--- config.mk ---
export PLATFORM = sky130hd
export DESIGN_NAME = ifr_flag_bank
export DESIGN_NICKNAME = d
export VERILOG_FILES = /design/src/hw/ifr_pkg.sv /design/src/hw/ifr_pulse_sync.sv /design/src/hw/ifr_flag_word.sv /design/src/hw/ifr_flag_bank.sv
export SDC_FILE = /design/constraint.sdc
export NUM_CORES = 1
export LEC_CHECK = 0
export BUFFER_PORTS_ARGS = -buffer_cell sky130_fd_sc_hd__buf_2
export CORE_ASPECT_RATIO = 2
export CORE_MARGIN = 2
export CORE_UTILIZATION = 44
export DETAILED_ROUTE_END_ITERATION = 6
export GPL_TIMING_DRIVEN = 0
export PLACE_DENSITY = 0.78
export SYNTH_ARGS = -nofsm -noshare
export SYNTH_HDL_FRONTEND = slang
export SYNTH_SLANG_ARGS = --single-unit
--- constraint.sdc ---
create_clock -name clk_sys_i -period 1.45 [get_ports clk_sys_i]
set_input_delay 0.0725 -clock clk_sys_i [delete_from_list [all_inputs] [get_ports clk_sys_i]]
set_output_delay 0.0725 -clock clk_sys_i [all_outputs]
set_load 0.05 [all_outputs]
--- src/hw/ifr_pkg.sv ---
// Package for the interrupt flag status bank: offsets, bit positions, resets.
// Assumes a 32-bit Avalon-MM slave port with word-aligned byte addresses.
package ifr_pkg;
    // Register byte offsets
    localparam logic [4:0] IFR_OFF_FLAGS_TWO = 5'h00;
    localparam logic [4:0] IFR_OFF_FLAGS_THREE = 5'h04;
    localparam logic [4:0] IFR_OFF_FLAGS_FOUR = 5'h08;
    localparam logic [4:0] IFR_OFF_IRQ_STATUS = 5'h0c;
    localparam logic [4:0] IFR_OFF_IRQ_MASK = 5'h10;
    // Flag bit positions
    localparam int IFR_BIT_CAPTURE_CH3 = 5;
    localparam int IFR_BIT_PWM_FAULT_A = 15;
    localparam int IFR_BIT_CALENDAR = 14;
    localparam int IFR_BIT_PWM_GEN = 9;
    localparam int IFR_BIT_CHARGE = 13;
    localparam int IFR_BIT_SERIAL_ERR = 1;
    localparam int IFR_BIT_PWM_FAULT_B = 0;
    // Implemented-bit masks per flag word
    localparam logic [15:0] IFR_MASK_TWO = 16'h0020;
    localparam logic [15:0] IFR_MASK_THREE = 16'hc200;
    localparam logic [15:0] IFR_MASK_FOUR = 16'h2003;
    // Reset values
    localparam logic [15:0] IFR_RST_FLAGS = 16'h0000;
    localparam logic [2:0] IFR_RST_IRQ = 3'h0;
    // Number of event sources and flag words
    localparam int IFR_NUM_SRC = 7;
    localparam int IFR_NUM_WORDS = 3;
endpackage

--- src/hw/ifr_pulse_sync.sv ---
// Two-flop synchroniser with rising-edge detect for one event line.
// Assumes the event line may come from another clock or a pin.
`timescale 1ns/1ps
module ifr_pulse_sync (
    input wire logic clk_sys_i,
    input wire logic rst_b_i,
    input wire logic level_i,
    output logic pulse_o
);
    logic meta_r; // First stage, read only by sync_r
    logic sync_r; // Second stage
    logic prev_r; // Delayed copy for edge detect

    // Synchroniser and edge history
    always_ff @(posedge clk_sys_i or negedge rst_b_i) begin
        if (!rst_b_i) begin
            meta_r <= 1'b0;
            sync_r <= 1'b0;
            prev_r <= 1'b0;
        end else begin
            meta_r <= level_i;
            sync_r <= meta_r;
            prev_r <= sync_r;
        end
    end

    // One-cycle pulse on a rising request
    assign pulse_o = sync_r & ~prev_r;
endmodule // ifr_pulse_sync

--- src/hw/ifr_flag_word.sv ---
// One 16-bit flag word: hardware sets, software writes, unimplemented bits zero.
// Assumes set pulses are synchronous to clk_sys_i.
`timescale 1ns/1ps
module ifr_flag_word #(
    parameter logic [15:0] IMPL = 16'h0000
) (
    input wire logic clk_sys_i,
    input wire logic rst_b_i,
    input wire logic [15:0] set_i,
    input wire logic wr_i,
    input wire logic [15:0] wdata_i,
    output logic [15:0] flags_o
);
    logic [15:0] flags_r;
    logic [15:0] flags_nxt;

    // Software write first, then hardware sets win over cleared bits
    always_comb begin
        flags_nxt = flags_r;
        if (wr_i) begin
            flags_nxt = wdata_i;
        end
        flags_nxt = (flags_nxt | set_i) & IMPL;
    end

    // Flag storage, cleared at reset
    always_ff @(posedge clk_sys_i or negedge rst_b_i) begin
        if (!rst_b_i) begin
            flags_r <= 16'h0000;
        end else begin
            flags_r <= flags_nxt;
        end
    end

    assign flags_o = flags_r;
endmodule // ifr_flag_word

--- src/hw/ifr_flag_bank.sv ---
// Top of the interrupt request flag bank with its Avalon-MM register slave.
// Assumes peripheral request lines are levels, possibly from other domains;
// a rising edge on a line is one request.
`timescale 1ns/1ps

// How it works
// - Capture channel 3 flag at word two bit 5
// - PWM fault A flag at word three bit 15
// - Calendar clock flag at word three bit 14
// - PWM generator flag at word three bit 9
// - Flag one means request occurred, zero none
// - Unimplemented flag bits always read zero
module ifr_flag_bank
    import ifr_pkg::*;
(
    input wire logic clk_sys_i,
    input wire logic rst_b_i,
    // Avalon-MM slave
    input wire logic [4:0] avs_address_i,
    input wire logic avs_read_i,
    input wire logic avs_write_i,
    input wire logic [31:0] avs_writedata_i,
    input wire logic [3:0] avs_byteenable_i,
    output logic [31:0] avs_readdata_o,
    output logic avs_waitrequest_o,
    output logic [1:0] avs_response_o,
    // Peripheral request lines
    input wire logic capture_ch3_req_i,
    input wire logic pwm_fault_a_req_i,
    input wire logic calendar_clock_req_i,
    input wire logic pwm_generator_req_i,
    input wire logic charge_measure_req_i,
    input wire logic serial_error_req_i,
    input wire logic pwm_fault_b_req_i,
    // Flag words for the arbitration logic
    output logic [15:0] event_flags_word_two_o,
    output logic [15:0] event_flags_word_three_o,
    output logic [15:0] event_flags_word_four_o,
    // Summary interrupt
    output logic irq_o
);
    typedef enum logic [1:0] {IFR_IDLE, IFR_ANSWER, IFR_DONE} ifr_bus_state_t;

    // Register map, byte offsets on the slave port:
    //   0x00 flag word two, one live bit
    //   0x04 flag word three, three live bits
    //   0x08 flag word four, three live bits
    //   0x0c summary status, one bit per word
    //   0x10 summary mask, same layout
    // Any other offset answers with a slave error.
    // Flag words sit in the low half of the data bus;
    // the upper half always reads back as zero.
    // Flags are plain read-write storage: software
    // may set a flag to test its handler, or clear
    // it once serviced. Unused bits drop on write.
    // Summary status bits are sticky and clear only
    // when software writes a one to them.
    // Nothing in this bank ever clears a flag on
    // its own; the interrupt service code owns it.

    // Request path
    logic [IFR_NUM_SRC-1:0] req_lines; // Raw request lines
    logic [IFR_NUM_SRC-1:0] req_pulse; // Synchronised request pulses
    logic [15:0] set_two; // Set vector word two
    logic [15:0] set_three; // Set vector word three
    logic [15:0] set_four; // Set vector word four
    logic [15:0] flags_two; // Flag word two
    logic [15:0] flags_three; // Flag word three
    logic [15:0] flags_four; // Flag word four

    // Summary interrupt
    logic [2:0] irq_event; // Per-word new-request events
    logic [2:0] irq_status_r; // Sticky word-event status
    logic [2:0] irq_mask_r; // Enable per word
    logic irq_r; // Registered interrupt

    // Bus slave
    ifr_bus_state_t bus_state_r; // Bus handshake state
    logic [31:0] rdata_r; // Registered read data
    logic [1:0] resp_r; // Registered response
    logic wait_r; // Registered waitrequest
    logic acc_wr; // Write accepted this cycle
    logic acc_rd; // Read accepted this cycle

    // Write path
    logic [15:0] wdata16; // Write data masked by lanes
    logic [15:0] lane_mask; // Byte-lane bit mask
    logic wr_two; // Write strobe word two
    logic wr_three; // Write strobe word three
    logic wr_four; // Write strobe word four
    logic addr_hit; // Address is mapped
    logic [15:0] cur_word; // Current word under write

    // Gather the request lines into one vector so
    // the synchroniser loop below can index them.
    assign req_lines = {pwm_fault_b_req_i, serial_error_req_i, charge_measure_req_i,
                        pwm_generator_req_i, calendar_clock_req_i, pwm_fault_a_req_i,
                        capture_ch3_req_i};

    // Request timing, counted from the edge that
    // first samples a line high:
    //   edge 1 first stage captures the level
    //   edge 2 second stage holds a settled copy
    //   edge 3 flag word stores the one-cycle pulse
    //   edge 4 arbiter copy of the word follows
    // The summary status bit sets at edge 3 too,
    // and the interrupt output one edge later.
    // A line held high counts once; it must drop
    // and rise again to raise another request.
    // Pulses shorter than a clock may be missed.
    // Each request line passes two flops, then an edge detect
    genvar g;
    generate
        for (g = 0; g < IFR_NUM_SRC; g++) begin : g_sync
            ifr_pulse_sync u_sync (
                .clk_sys_i(clk_sys_i),
                .rst_b_i(rst_b_i),
                .level_i(req_lines[g]),
                .pulse_o(req_pulse[g])
            );
        end
    endgenerate

    // Route each pulse to its fixed flag bit.
    // Source order on req_pulse follows req_lines:
    // 0 capture, 1 fault A, 2 calendar, 3 generator,
    // 4 charge, 5 serial error, 6 fault B.
    // All other set bits stay zero, so no source
    // can reach an unused position.
    // Bit positions come from the package.
    always_comb begin
        set_two = 16'h0000;
        set_three = 16'h0000;
        set_four = 16'h0000;
        set_two[IFR_BIT_CAPTURE_CH3] = req_pulse[0];
        set_three[IFR_BIT_PWM_FAULT_A] = req_pulse[1];
        set_three[IFR_BIT_CALENDAR] = req_pulse[2];
        set_three[IFR_BIT_PWM_GEN] = req_pulse[3];
        set_four[IFR_BIT_CHARGE] = req_pulse[4];
        set_four[IFR_BIT_SERIAL_ERR] = req_pulse[5];
        set_four[IFR_BIT_PWM_FAULT_B] = req_pulse[6];
    end

    // Bus decode. A write lands only in the answer
    // state, on the edge where waitrequest is seen
    // low; in idle the request is merely noticed.
    // Address decode is exact, so aliases of the
    // mapped offsets fall into the error space.
    // Accepted bus accesses happen in the answer state only
    assign acc_wr = (bus_state_r == IFR_ANSWER) && avs_write_i;
    assign acc_rd = (bus_state_r == IFR_ANSWER) && avs_read_i;
    assign addr_hit = (avs_address_i == IFR_OFF_FLAGS_TWO) ||
                      (avs_address_i == IFR_OFF_FLAGS_THREE) ||
                      (avs_address_i == IFR_OFF_FLAGS_FOUR) ||
                      (avs_address_i == IFR_OFF_IRQ_STATUS) ||
                      (avs_address_i == IFR_OFF_IRQ_MASK);
    assign lane_mask = {{8{avs_byteenable_i[1]}}, {8{avs_byteenable_i[0]}}};
    assign wr_two = acc_wr && (avs_address_i == IFR_OFF_FLAGS_TWO);
    assign wr_three = acc_wr && (avs_address_i == IFR_OFF_FLAGS_THREE);
    assign wr_four = acc_wr && (avs_address_i == IFR_OFF_FLAGS_FOUR);

    // Byte lanes: lane 0 covers flag bits 7:0 and
    // lane 1 bits 15:8. A lane left disabled keeps
    // its old contents, so software may touch one
    // half of a word without a read first.
    // Offsets outside the flag words merge with
    // word four, which is harmless: no strobe fires.
    // Merge written lanes with current contents
    always_comb begin
        case (avs_address_i)
            IFR_OFF_FLAGS_TWO: cur_word = flags_two;
            IFR_OFF_FLAGS_THREE: cur_word = flags_three;
            default: cur_word = flags_four;
        endcase
        wdata16 = (avs_writedata_i[15:0] & lane_mask) | (cur_word & ~lane_mask);
    end

    // Three flag words, one instance each. The
    // implemented-bit mask forces unused bits to
    // zero both on write and on hardware set.
    // Flag word two: capture channel 3 only
    ifr_flag_word #(.IMPL(IFR_MASK_TWO)) u_word_two (
        .clk_sys_i(clk_sys_i),
        .rst_b_i(rst_b_i),
        .set_i(set_two),
        .wr_i(wr_two),
        .wdata_i(wdata16),
        .flags_o(flags_two)
    );

    // Flag word three: fault A, calendar, PWM generator
    ifr_flag_word #(.IMPL(IFR_MASK_THREE)) u_word_three (
        .clk_sys_i(clk_sys_i),
        .rst_b_i(rst_b_i),
        .set_i(set_three),
        .wr_i(wr_three),
        .wdata_i(wdata16),
        .flags_o(flags_three)
    );

    // Flag word four: charge, serial error, fault B
    ifr_flag_word #(.IMPL(IFR_MASK_FOUR)) u_word_four (
        .clk_sys_i(clk_sys_i),
        .rst_b_i(rst_b_i),
        .set_i(set_four),
        .wr_i(wr_four),
        .wdata_i(wdata16),
        .flags_o(flags_four)
    );

    // Per-word event: any set pulse in the word.
    // A write by software raises no event here.
    // Any new request in a word is a status event
    assign irq_event = {|set_four, |set_three, |set_two};

    // Summary status: a bit rises whenever any flag
    // of its word receives a new hardware request.
    // Software writes of the flag words themselves
    // do not touch it. When a clear and a new event
    // meet in one cycle the event wins, so no
    // request is lost between read and clear.
    // Write data bits 2:0 map onto words two to four.
    // Sticky status, write one to clear, set wins
    always_ff @(posedge clk_sys_i or negedge rst_b_i) begin
        if (!rst_b_i) begin
            irq_status_r <= IFR_RST_IRQ;
        end else begin
            if (acc_wr && avs_address_i == IFR_OFF_IRQ_STATUS && avs_byteenable_i[0]) begin
                irq_status_r <= (irq_status_r & ~avs_writedata_i[2:0]) | irq_event;
            end else begin
                irq_status_r <= irq_status_r | irq_event;
            end
        end
    end

    // A mask bit of one lets its status bit reach
    // the interrupt output; reset masks everything.
    // Interrupt mask register
    always_ff @(posedge clk_sys_i or negedge rst_b_i) begin
        if (!rst_b_i) begin
            irq_mask_r <= IFR_RST_IRQ;
        end else if (acc_wr && avs_address_i == IFR_OFF_IRQ_MASK && avs_byteenable_i[0]) begin
            irq_mask_r <= avs_writedata_i[2:0];
        end
    end

    // The output stays high for as long as any
    // enabled status bit is set; it is a level,
    // not a pulse, and drops one edge after clear.
    // Registered level interrupt
    always_ff @(posedge clk_sys_i or negedge rst_b_i) begin
        if (!rst_b_i) begin
            irq_r <= 1'b0;
        end else begin
            irq_r <= |(irq_status_r & irq_mask_r);
        end
    end

    // Handshake walk for any access:
    //   edge 1 idle sees read or write, loads data
    //   edge 2 answer state, waitrequest is low;
    //          a write takes effect here
    //   edge 3 done state, waitrequest high again
    //   edge 4 back in idle, a new request may be seen
    // The done state keeps a request that is still
    // held after acceptance from being taken twice.
    // Every access costs one wait cycle; there is
    // no path that answers in the first cycle.
    // Masters must hold the request until
    // waitrequest is seen low; one that drops it
    // early gets no write and stale read data.
    // Bus handshake: one wait cycle, then answer, then release
    always_ff @(posedge clk_sys_i or negedge rst_b_i) begin
        if (!rst_b_i) begin
            bus_state_r <= IFR_IDLE;
            wait_r <= 1'b1;
        end else begin
            case (bus_state_r)
                IFR_IDLE: begin
                    if (avs_read_i || avs_write_i) begin
                        bus_state_r <= IFR_ANSWER;
                        wait_r <= 1'b0;
                    end
                end
                IFR_ANSWER: begin
                    bus_state_r <= IFR_DONE;
                    wait_r <= 1'b1;
                end
                IFR_DONE: begin
                    bus_state_r <= IFR_IDLE;
                end
                default: begin
                    bus_state_r <= IFR_IDLE;
                    wait_r <= 1'b1;
                end
            endcase
        end
    end

    // Read data is sampled one edge before the
    // answer, so a flag set during the wait cycle
    // shows up on the next read, not this one.
    // Response 0 is okay, 3 a slave error for an
    // unmapped offset; both hold until the next
    // access starts.
    // Read data and response, loaded on entry to the answer state
    always_ff @(posedge clk_sys_i or negedge rst_b_i) begin
        if (!rst_b_i) begin
            rdata_r <= 32'h0000_0000;
            resp_r <= 2'h0;
        end else if (bus_state_r == IFR_IDLE && (avs_read_i || avs_write_i)) begin
            resp_r <= addr_hit ? 2'h0 : 2'h3;
            case (avs_address_i)
                IFR_OFF_FLAGS_TWO: rdata_r <= {16'h0000, flags_two};
                IFR_OFF_FLAGS_THREE: rdata_r <= {16'h0000, flags_three};
                IFR_OFF_FLAGS_FOUR: rdata_r <= {16'h0000, flags_four};
                IFR_OFF_IRQ_STATUS: rdata_r <= {29'h0000_0000, irq_status_r};
                IFR_OFF_IRQ_MASK: rdata_r <= {29'h0000_0000, irq_mask_r};
                default: rdata_r <= 32'h0000_0000;
            endcase
        end else if (acc_rd) begin
            rdata_r <= rdata_r;
        end
    end

    // Arbiter copies come straight from flops so
    // the priority logic sees settled values; the
    // price is one cycle of extra latency.
    // They are not gated by the mask register.
    // Flag words out to the arbiter, one cycle behind storage
    always_ff @(posedge clk_sys_i or negedge rst_b_i) begin
        if (!rst_b_i) begin
            event_flags_word_two_o <= IFR_RST_FLAGS;
            event_flags_word_three_o <= IFR_RST_FLAGS;
            event_flags_word_four_o <= IFR_RST_FLAGS;
        end else begin
            event_flags_word_two_o <= flags_two;
            event_flags_word_three_o <= flags_three;
            event_flags_word_four_o <= flags_four;
        end
    end

    // Output ports, each fed by a register above
    assign avs_readdata_o = rdata_r;
    assign avs_waitrequest_o = wait_r;
    assign avs_response_o = resp_r;
    assign irq_o = irq_r;
endmodule // ifr_flag_bank

==> flow_metrics.py, run 1 <==
metrics = {
    "cts": {
        "cts_tree": "built",
        "htree_levels": 2,
        "path_clk_slew_ns": 0.10,
        "clk_latency_ns": 0.32,
        "cts.sinks": 54,
        "cts-buffers-inserted": 5,
        "root_buffer": "clkbuf_8",
        "clock_path_buffers": 2,
    },
    "timing": {
        "hold_viol_final": 41,
        "grt_setup_unrepaired": "false",
        "holdWs_ns": -0.03374,
        "drv_slew": 0,
        "max_slew.worst_pin.slew_ns": 1.131,
        "finalSetupViolations": 0,
        "timing.slew.headroom_pct": 24.61,
        "period_share_pct": 95.66,
        "fin_skew_ns": 0.009963,
        "fin_crit_ns": 1.387,
        "fmax_ghz": 0.7209,
    },
    "worst_setup_path": {
        "crit_type": "reg -> reg",
        "startpoint_type": "flip-flop",
        "cp.required_ns": 1.66,
        "slowest_delay_ns": 0.40,
        "cp-end-kind": "flip-flop",
        "cp_slowest_cell": "dfrtp_1",
        "crit_chain": "and3b_2 > buf_6 > o2111ai_2 > a221o_1",
        "crit_fanout": 5,
        "crit_arrival_ns": 1.60,
    },
    "power_and_ir_drop": {
        "power.density_nw_per_um2": 1283,
        "peakVddDrop_v": 0.001092,
        "intPower_mw": 2.727,
        "switching_share_pct": 34.24,
        "p_leak_nw": 1.739,
        "power_frac_clock_pct": 29.1,
        "power_frac_seq_pct": 41.2,
        "combPwrFrac_pct": 29.7,
        "netSwitchingPower_mw": 1.420,
    },
    "logic_synthesis": {
        "yosysSeqAreaShare_pct": 54.87,
        "syn_inst": 203,
        "synth.largest_area_cell": "dfrtp_1",
        "synth_area_sq_um": 2465,
        "synth.distinct_cells": 36,
        "synth_edf_count": 0,
        "synth-main-ff-cell": "dfrtp_1",
        "ys_ff_latch": 54,
        "yosysTopAreaCellShare_pct": 53.81,
        "yosys-top-cells-area": "dfrtp_1 54%, buf_4 20%, mux2_2 4.6%",
        "syn_area_per_cell_sq_um": 12.14,
        "async_reset_ff_share_pct": 100.0,
        "yosysWarnings": 0,
    },
    "drt": {
        "via_per_inst": 4.279,
        "wl_mm": 4.399,
        "drtAntennaViolNets": 0,
        "drc": 0,
        "vias": 1656,
        "drtIter0Drc": 59,
        "firstDrtPassIters": 4,
        "wl_per_cell_um": 11.37,
    },
    "global_route": {
        "overflow": 0,
        "antenna_found_initial": 0,
        "grt_usage_pct": 14.77,
        "grt_pass1_vias": 1554,
        "grt_first_pass_wirelength_mm": 6.982,
        "grt_max_degree": 55,
    },
    "finish": {
        "nets": 378,
        "finish.utilization_pct": 59.65,
        "layout-drive-gt1-share_pct": 42.51,
        "design_area_sq_um": 3233,
        "multi_input_area_sq_um": 839.6,
        "syn_to_final_growth_pct": 31.17,
        "num_antenna_cells": 0,
        "nFillCells": 461,
        "register_area_sq_um": 1353,
    },
    "flow_run": {
        "drv_cap": 0,
    },
    "die": {
        "core_sq_um": 5420,
        "dieArea_sq_um": 6253,
        "die_x_um": 56.93,
        "row_count": 38,
        "start_util_pct": 45.48,
        "die_y_um": 109.9,
        "ioPinCount": 136,
    },
    "outcome": {
        "violations": "negative hold slack",
        "status": "finished, violations left",
    },
    "placed_design": {
        "place_congestion": 0.8317,
        "portBuffers": 44,
        "dpl_cell_area_sq_um": 3000,
        "dpl.hpwl_mm": 3.428,
    },
    "hold_path": {
        "hold_class": "in -> async",
    },
}
[worst max-delay path, delay by kind of cell (launching register included)]
| family | cells | cell delay (ns) |
|---|---|---|
| flip-flops | 1 | 0.40 |
| AO/OA/AOI/OAI | 2 | 0.52 |
| buffers and inverters | 1 | 0.12 |
| AND/OR/NAND/NOR | 1 | 0.26 |
[repair_timing]
| action | in CTS | in global routing |
|---|---|---|
| buffers inserted | 0 | 0 |
| resized for setup | 2 | 3 |
| gates cloned | 0 | 1 |
| setup endpoints to repair | 8 | 3 |
| pin swaps | 0 | 1 |
| hold buffers | 7 | 0 |
| hold endpoints to repair | 7 | 0 |
[worst paths after layout]
kind / slack [ns] / to / cells past startpoint / start
worst max-delay path: 0.06 / u_word_four.flags_o[1]$_DFF_PN0_ / 4 / bus_state_r[1]$_DFFE_PN0P_
max in group asynchronous: 0.78 / g_sync[3].u_sync.prev_r$_DFF_PN0_ / 1 / rst_b_i
worst max register to register: 0.06 / u_word_four.flags_o[1]$_DFF_PN0_ / 4 / bus_state_r[1]$_DFFE_PN0P_
min in group clk_sys_i: 0.01 / u_word_three.flags_o[15]$_DFF_PN0_ / 3 / avs_writedata_i[15]
worst min-delay path: -0.03 / event_flags_word_four_o[0]$_DFF_PN0_ / 1 / rst_b_i
worst min register to register: 0.35 / g_sync[2].u_sync.sync_r$_DFF_PN0_ / 0 / g_sync[2].u_sync.meta_r$_DFF_PN0_
[cells in the mapped netlist, types with 2 or more instances]
master,count
nand4_1,4
o2bb2ai_1,3
nand3_1,2
mux2i_1,4
o2111ai_1,2
a221o_1,2
nor3b_2,2
buf_2,2
and3_1,5
inv_1,3
nor2_1,14
and3b_1,2
nor2b_1,7
mux2_2,10
dfrtp_1,53
a22oi_1,3
buf_4,66
[metal layers]
layer / vias to the layer above / track usage (%) / part of all wire [%]
li1: 804 / - / -
met1: 762 / 14.54 / 31
met2: 79 / 26.85 / 57
met3: 11 / 4.471 / 8.1
met4: 0 / 8.140 / 3.5
met5: - / 0 / 0
[layout by cell type (no fill, tap or decap), types with 2 or more instances in the layout]
master         netlist  routed
a221o_1              2       2
a22oi_1              3       3
and3_1               5       5
buf_2                2      46
buf_4               66      66
bufinv_16            0       2
clkbuf_8             0       6
conb_1               1      65
dfrtp_1             53      53
dlygate4sd3_1        0       7
inv_1                3       3
mux2_2              10      10
mux2i_1              4       4
nand3_1              2       2
nand4_1              4       4
nor2_1              14      14
nor2b_1              7       7
nor3b_2              2       2
o2bb2ai_1            3       3
[layout make-up]
cell class	count	share of cell area, %
buffer	68	15.83
clock buffer	6	2.554
clock inverter	2	1.858
inverter	4	0.5031
multi-input combinational	141	25.97
sequential	54	41.83
tap	60	2.322
timing repair buffer	52	9.133
[power by group through the flow]
| stage | clock network (mW) | logic, mW | registers (mW) |
|---|---|---|---|
| 2_1_floorplan | 0 | 0.777 | 1.94 |
| 3_3_place_gp | 0 | 1.18 | 1.73 |
| 3_5_place_dp | 0 | 1.18 | 1.74 |
| 4_1_cts | 1.23 | 1.21 | 1.71 |
| 5_1_grt | 1.29 | 1.31 | 1.73 |
| 6_report | 1.21 | 1.23 | 1.71 |
[state kept, by name (all words and copies together) (netlist names)]
register                  count
avs_readdata_o                8
avs_response_o                1
avs_waitrequest_o             1
bus_state_r                   2
event_flags_word_four_o       3
event_flags_word_three_o      3
event_flags_word_two_o        1
g_sync.u_sync.meta_r          7
g_sync.u_sync.prev_r          7
g_sync.u_sync.sync_r          7
irq_mask_r                    3
irq_o                         1
irq_status_r                  3
u_word_four.flags_o           3
u_word_three.flags_o          3
u_word_two.flags_o            1
[logic make-up after synthesis]
family	Yosys count	synth area share, %
buffers and inverters	72	21.12
and+or+nand+nor	43	11.12
DFF	54	54.87
muxes	14	6.193
AOI/OAI and AO/OA	19	6.548
other	1	0.1521
[metrics by stage]
step           power [mW]  setup WS [ns]   TNS, ns  std cells  hold slack, ns
6_report            4.147        0.06286         0        387        -0.03374
5_1_grt             4.328      0.0008802         0        387         0.01786
4_1_cts             4.158        0.01764         0        386        0.008168
3_5_place_dp        2.928       -0.01464  -0.08760        371          0.1818
3_3_place_gp        2.912       -0.01259  -0.03276        371          0.1814
2_1_floorplan       2.713         0.1165         0        267         -0.2231
Power figures use the tool's default switching activity.
==> run 2, diff against run 1 <==
--- a/config.mk
+++ b/config.mk
@@ -12,6 +12,7 @@
 export DETAILED_ROUTE_END_ITERATION = 6
 export GPL_TIMING_DRIVEN = 0
 export PLACE_DENSITY = 0.78
+export REMOVE_ABC_BUFFERS = 1
 export SYNTH_ARGS = -nofsm -noshare
 export SYNTH_HDL_FRONTEND = slang
 export SYNTH_SLANG_ARGS = --single-unit
==> flow_metrics.py, run 2 (synthesized netlist as in run 1, its figures left out) <==
metrics = {
    "outcome": {
        "status": "finished, violations left",
        "violations": "negative hold slack",
    },
    "drt": {
        "drtIter0Drc": 62,
        "drtAntennaViolNets": 0,
        "vias": 1487,
        "via_per_inst": 4.647,
        "wl_per_cell_um": 12.56,
        "firstDrtPassIters": 4,
        "drc": 0,
        "wl_mm": 4.019,
    },
    "placed_design": {
        "dpl_cell_area_sq_um": 2495,
        "pre_cts_ws_ns": -0.1121,
        "place_congestion": 0.8197,
        "portBuffers": 44,
        "dp.cells": 303,
        "dpl.hpwl_mm": 2.955,
    },
    "finish": {
        "fin_cells": 320,
        "num_antenna_cells": 0,
        "nFillCells": 496,
        "finish.utilization_pct": 49.75,
        "largest_reg_flops": 8,
        "syn_to_final_growth_pct": 9.391,
        "design_area_sq_um": 2696,
        "final_cell_mix": "65 x conb_1, 53 x dfrtp_1, 44 x buf_2, 14 x nor2_1, 10 x mux2_2",
        "final_common_cell": "conb_1",
        "layout-drive-gt1-share_pct": 28.08,
        "nets": 311,
    },
    "die": {
        "start_util_pct": 45.48,
        "ioPinCount": 136,
        "die_y_um": 109.9,
        "row_count": 38,
        "dieArea_sq_um": 6253,
        "die_x_um": 56.93,
        "core_sq_um": 5420,
    },
    "cts": {
        "path_clk_slew_ns": 0.10,
        "cts.sinks": 54,
        "root_buffer": "clkbuf_8",
        "htree_levels": 2,
        "cts_tree": "built",
        "cts-buffers-inserted": 5,
        "clock_path_buffers": 2,
        "clk_latency_ns": 0.30,
    },
    "power_and_ir_drop": {
        "peakVddDrop_v": 0.0009295,
        "p_total_mw": 3.654,
        "power.density_nw_per_um2": 1355,
        "p_leak_nw": 1.353,
    },
    "timing": {
        "period_share_pct": 96.30,
        "fin_crit_ns": 1.396,
        "timing.slew.headroom_pct": 22.47,
        "fin_ws_ns": 0.05364,
        "max_slew.worst_pin.slew_ns": 1.163,
        "fmax_ghz": 0.7161,
        "hold_viol_final": 3,
        "holdWs_ns": -0.002160,
        "fin_skew_ns": 0.008177,
        "drv_slew": 0,
        "finalSetupViolations": 0,
        "grt_setup_unrepaired": "true",
    },
    "global_route": {
        "overflow": 0,
        "grt_usage_pct": 13.72,
        "antenna_found_initial": 0,
        "grt_first_pass_wirelength_mm": 6.575,
        "grt_pass1_vias": 1428,
        "grt_max_degree": 55,
    },
    "hold_path": {
        "hold_class": "in -> async",
    },
    "worst_setup_path": {
        "crit_arrival_ns": 1.59,
        "reg2reg_slack_ns": 0.05,
        "path_buf_inv": 0,
        "crit_type": "reg -> reg",
        "cpLargestDelayFamily": "compound AO/OA/AOI/OAI gates",
        "cp-end-kind": "flip-flop",
        "crit_fanout": 6,
        "r2r_end": "u_word_four.flags_o[1]$_DFF_PN0_",
        "startpoint_type": "flip-flop",
        "cp_slowest_cell": "dfrtp_1",
        "reg2reg_depth": 3,
        "cp.required_ns": 1.64,
        "crit_chain": "and3b_2 > o2111ai_2 > a221o_1",
        "r2r-start": "bus_state_r[1]$_DFFE_PN0P_",
        "slowest_delay_ns": 0.41,
    },
    "flow_run": {
        "drv_cap": 0,
    },
}
## run 2: power by group
group,switching [mW],internal [mW],leakage [nW]
sequential,0.0665,1.64,0.605
combinational,0.853,0.221,0.700
clock,0.479,0.394,0.0478
total,1.40,2.26,1.35
## run 2: metrics by stage
stage,setup TNS [ns],hold slack [ns]
4_1_cts,0,0.01494
3_5_place_dp,-0.2862,0.1818
2_1_floorplan,0,-0.2231
3_3_place_gp,-0.2589,0.1809
6_report,0,-0.002160
5_1_grt,-0.004496,0.02048
## run 2: worst max-delay path by stage
stage / startpoint / end / slack (ns) / depth (start not counted)
floorplan: bus_state_r[1]$_DFFE_PN0P_ / u_word_four.flags_o[0]$_DFF_PN0_ / 0.10 / 3
global placement: bus_state_r[1]$_DFFE_PN0P_ / u_word_four.flags_o[0]$_DFF_PN0_ / -0.09 / 3
detailed placement: bus_state_r[1]$_DFFE_PN0P_ / u_word_four.flags_o[1]$_DFF_PN0_ / -0.11 / 3
CTS: bus_state_r[1]$_DFFE_PN0P_ / u_word_four.flags_o[1]$_DFF_PN0_ / 0.03 / 3
global route: bus_state_r[1]$_DFFE_PN0P_ / u_word_four.flags_o[0]$_DFF_PN0_ / -0.004 / 3
finish: bus_state_r[1]$_DFFE_PN0P_ / u_word_four.flags_o[1]$_DFF_PN0_ / 0.05 / 3
## run 2: final cells by class
type                       instances  area [sq um]  area share, %
clock buffer                       6         82.58          3.063
multi-input combinational        141         844.6          31.32
inverter                           4         16.27         0.6032
tap                               60         75.07          2.784
timing repair buffer              53         309.0          11.46
sequential                        54          1353          50.16
clock inverter                     2         16.27         0.6032
## run 2: worst reg2reg max path, delay by kind of cell, from the launching register on
family / cells / cell delay [ns]
AO/OA/AOI/OAI: 2 / 0.56
flip-flops: 1 / 0.41
AND/OR/NAND/NOR: 1 / 0.32
## run 2: timing repair
item,CTS,global route
setup endpoints to repair,11,7
hold buffers,7,0
cloned,0,0
buffers inserted,2,0
pin swaps,0,3
gates resized for setup,2,3
hold endpoints to repair,7,0
## run 2: layer usage
| metal | track usage (%) | part of all wire (%) | vias up |
|---|---|---|---|
| li1 | - | - | 670 |
| met1 | 14.60 | 35 | 710 |
| met2 | 23.48 | 53 | 97 |
| met3 | 2.941 | 9.1 | 10 |
| met4 | 9.801 | 2.9 | 0 |
| met5 | 0 | 0 | - |
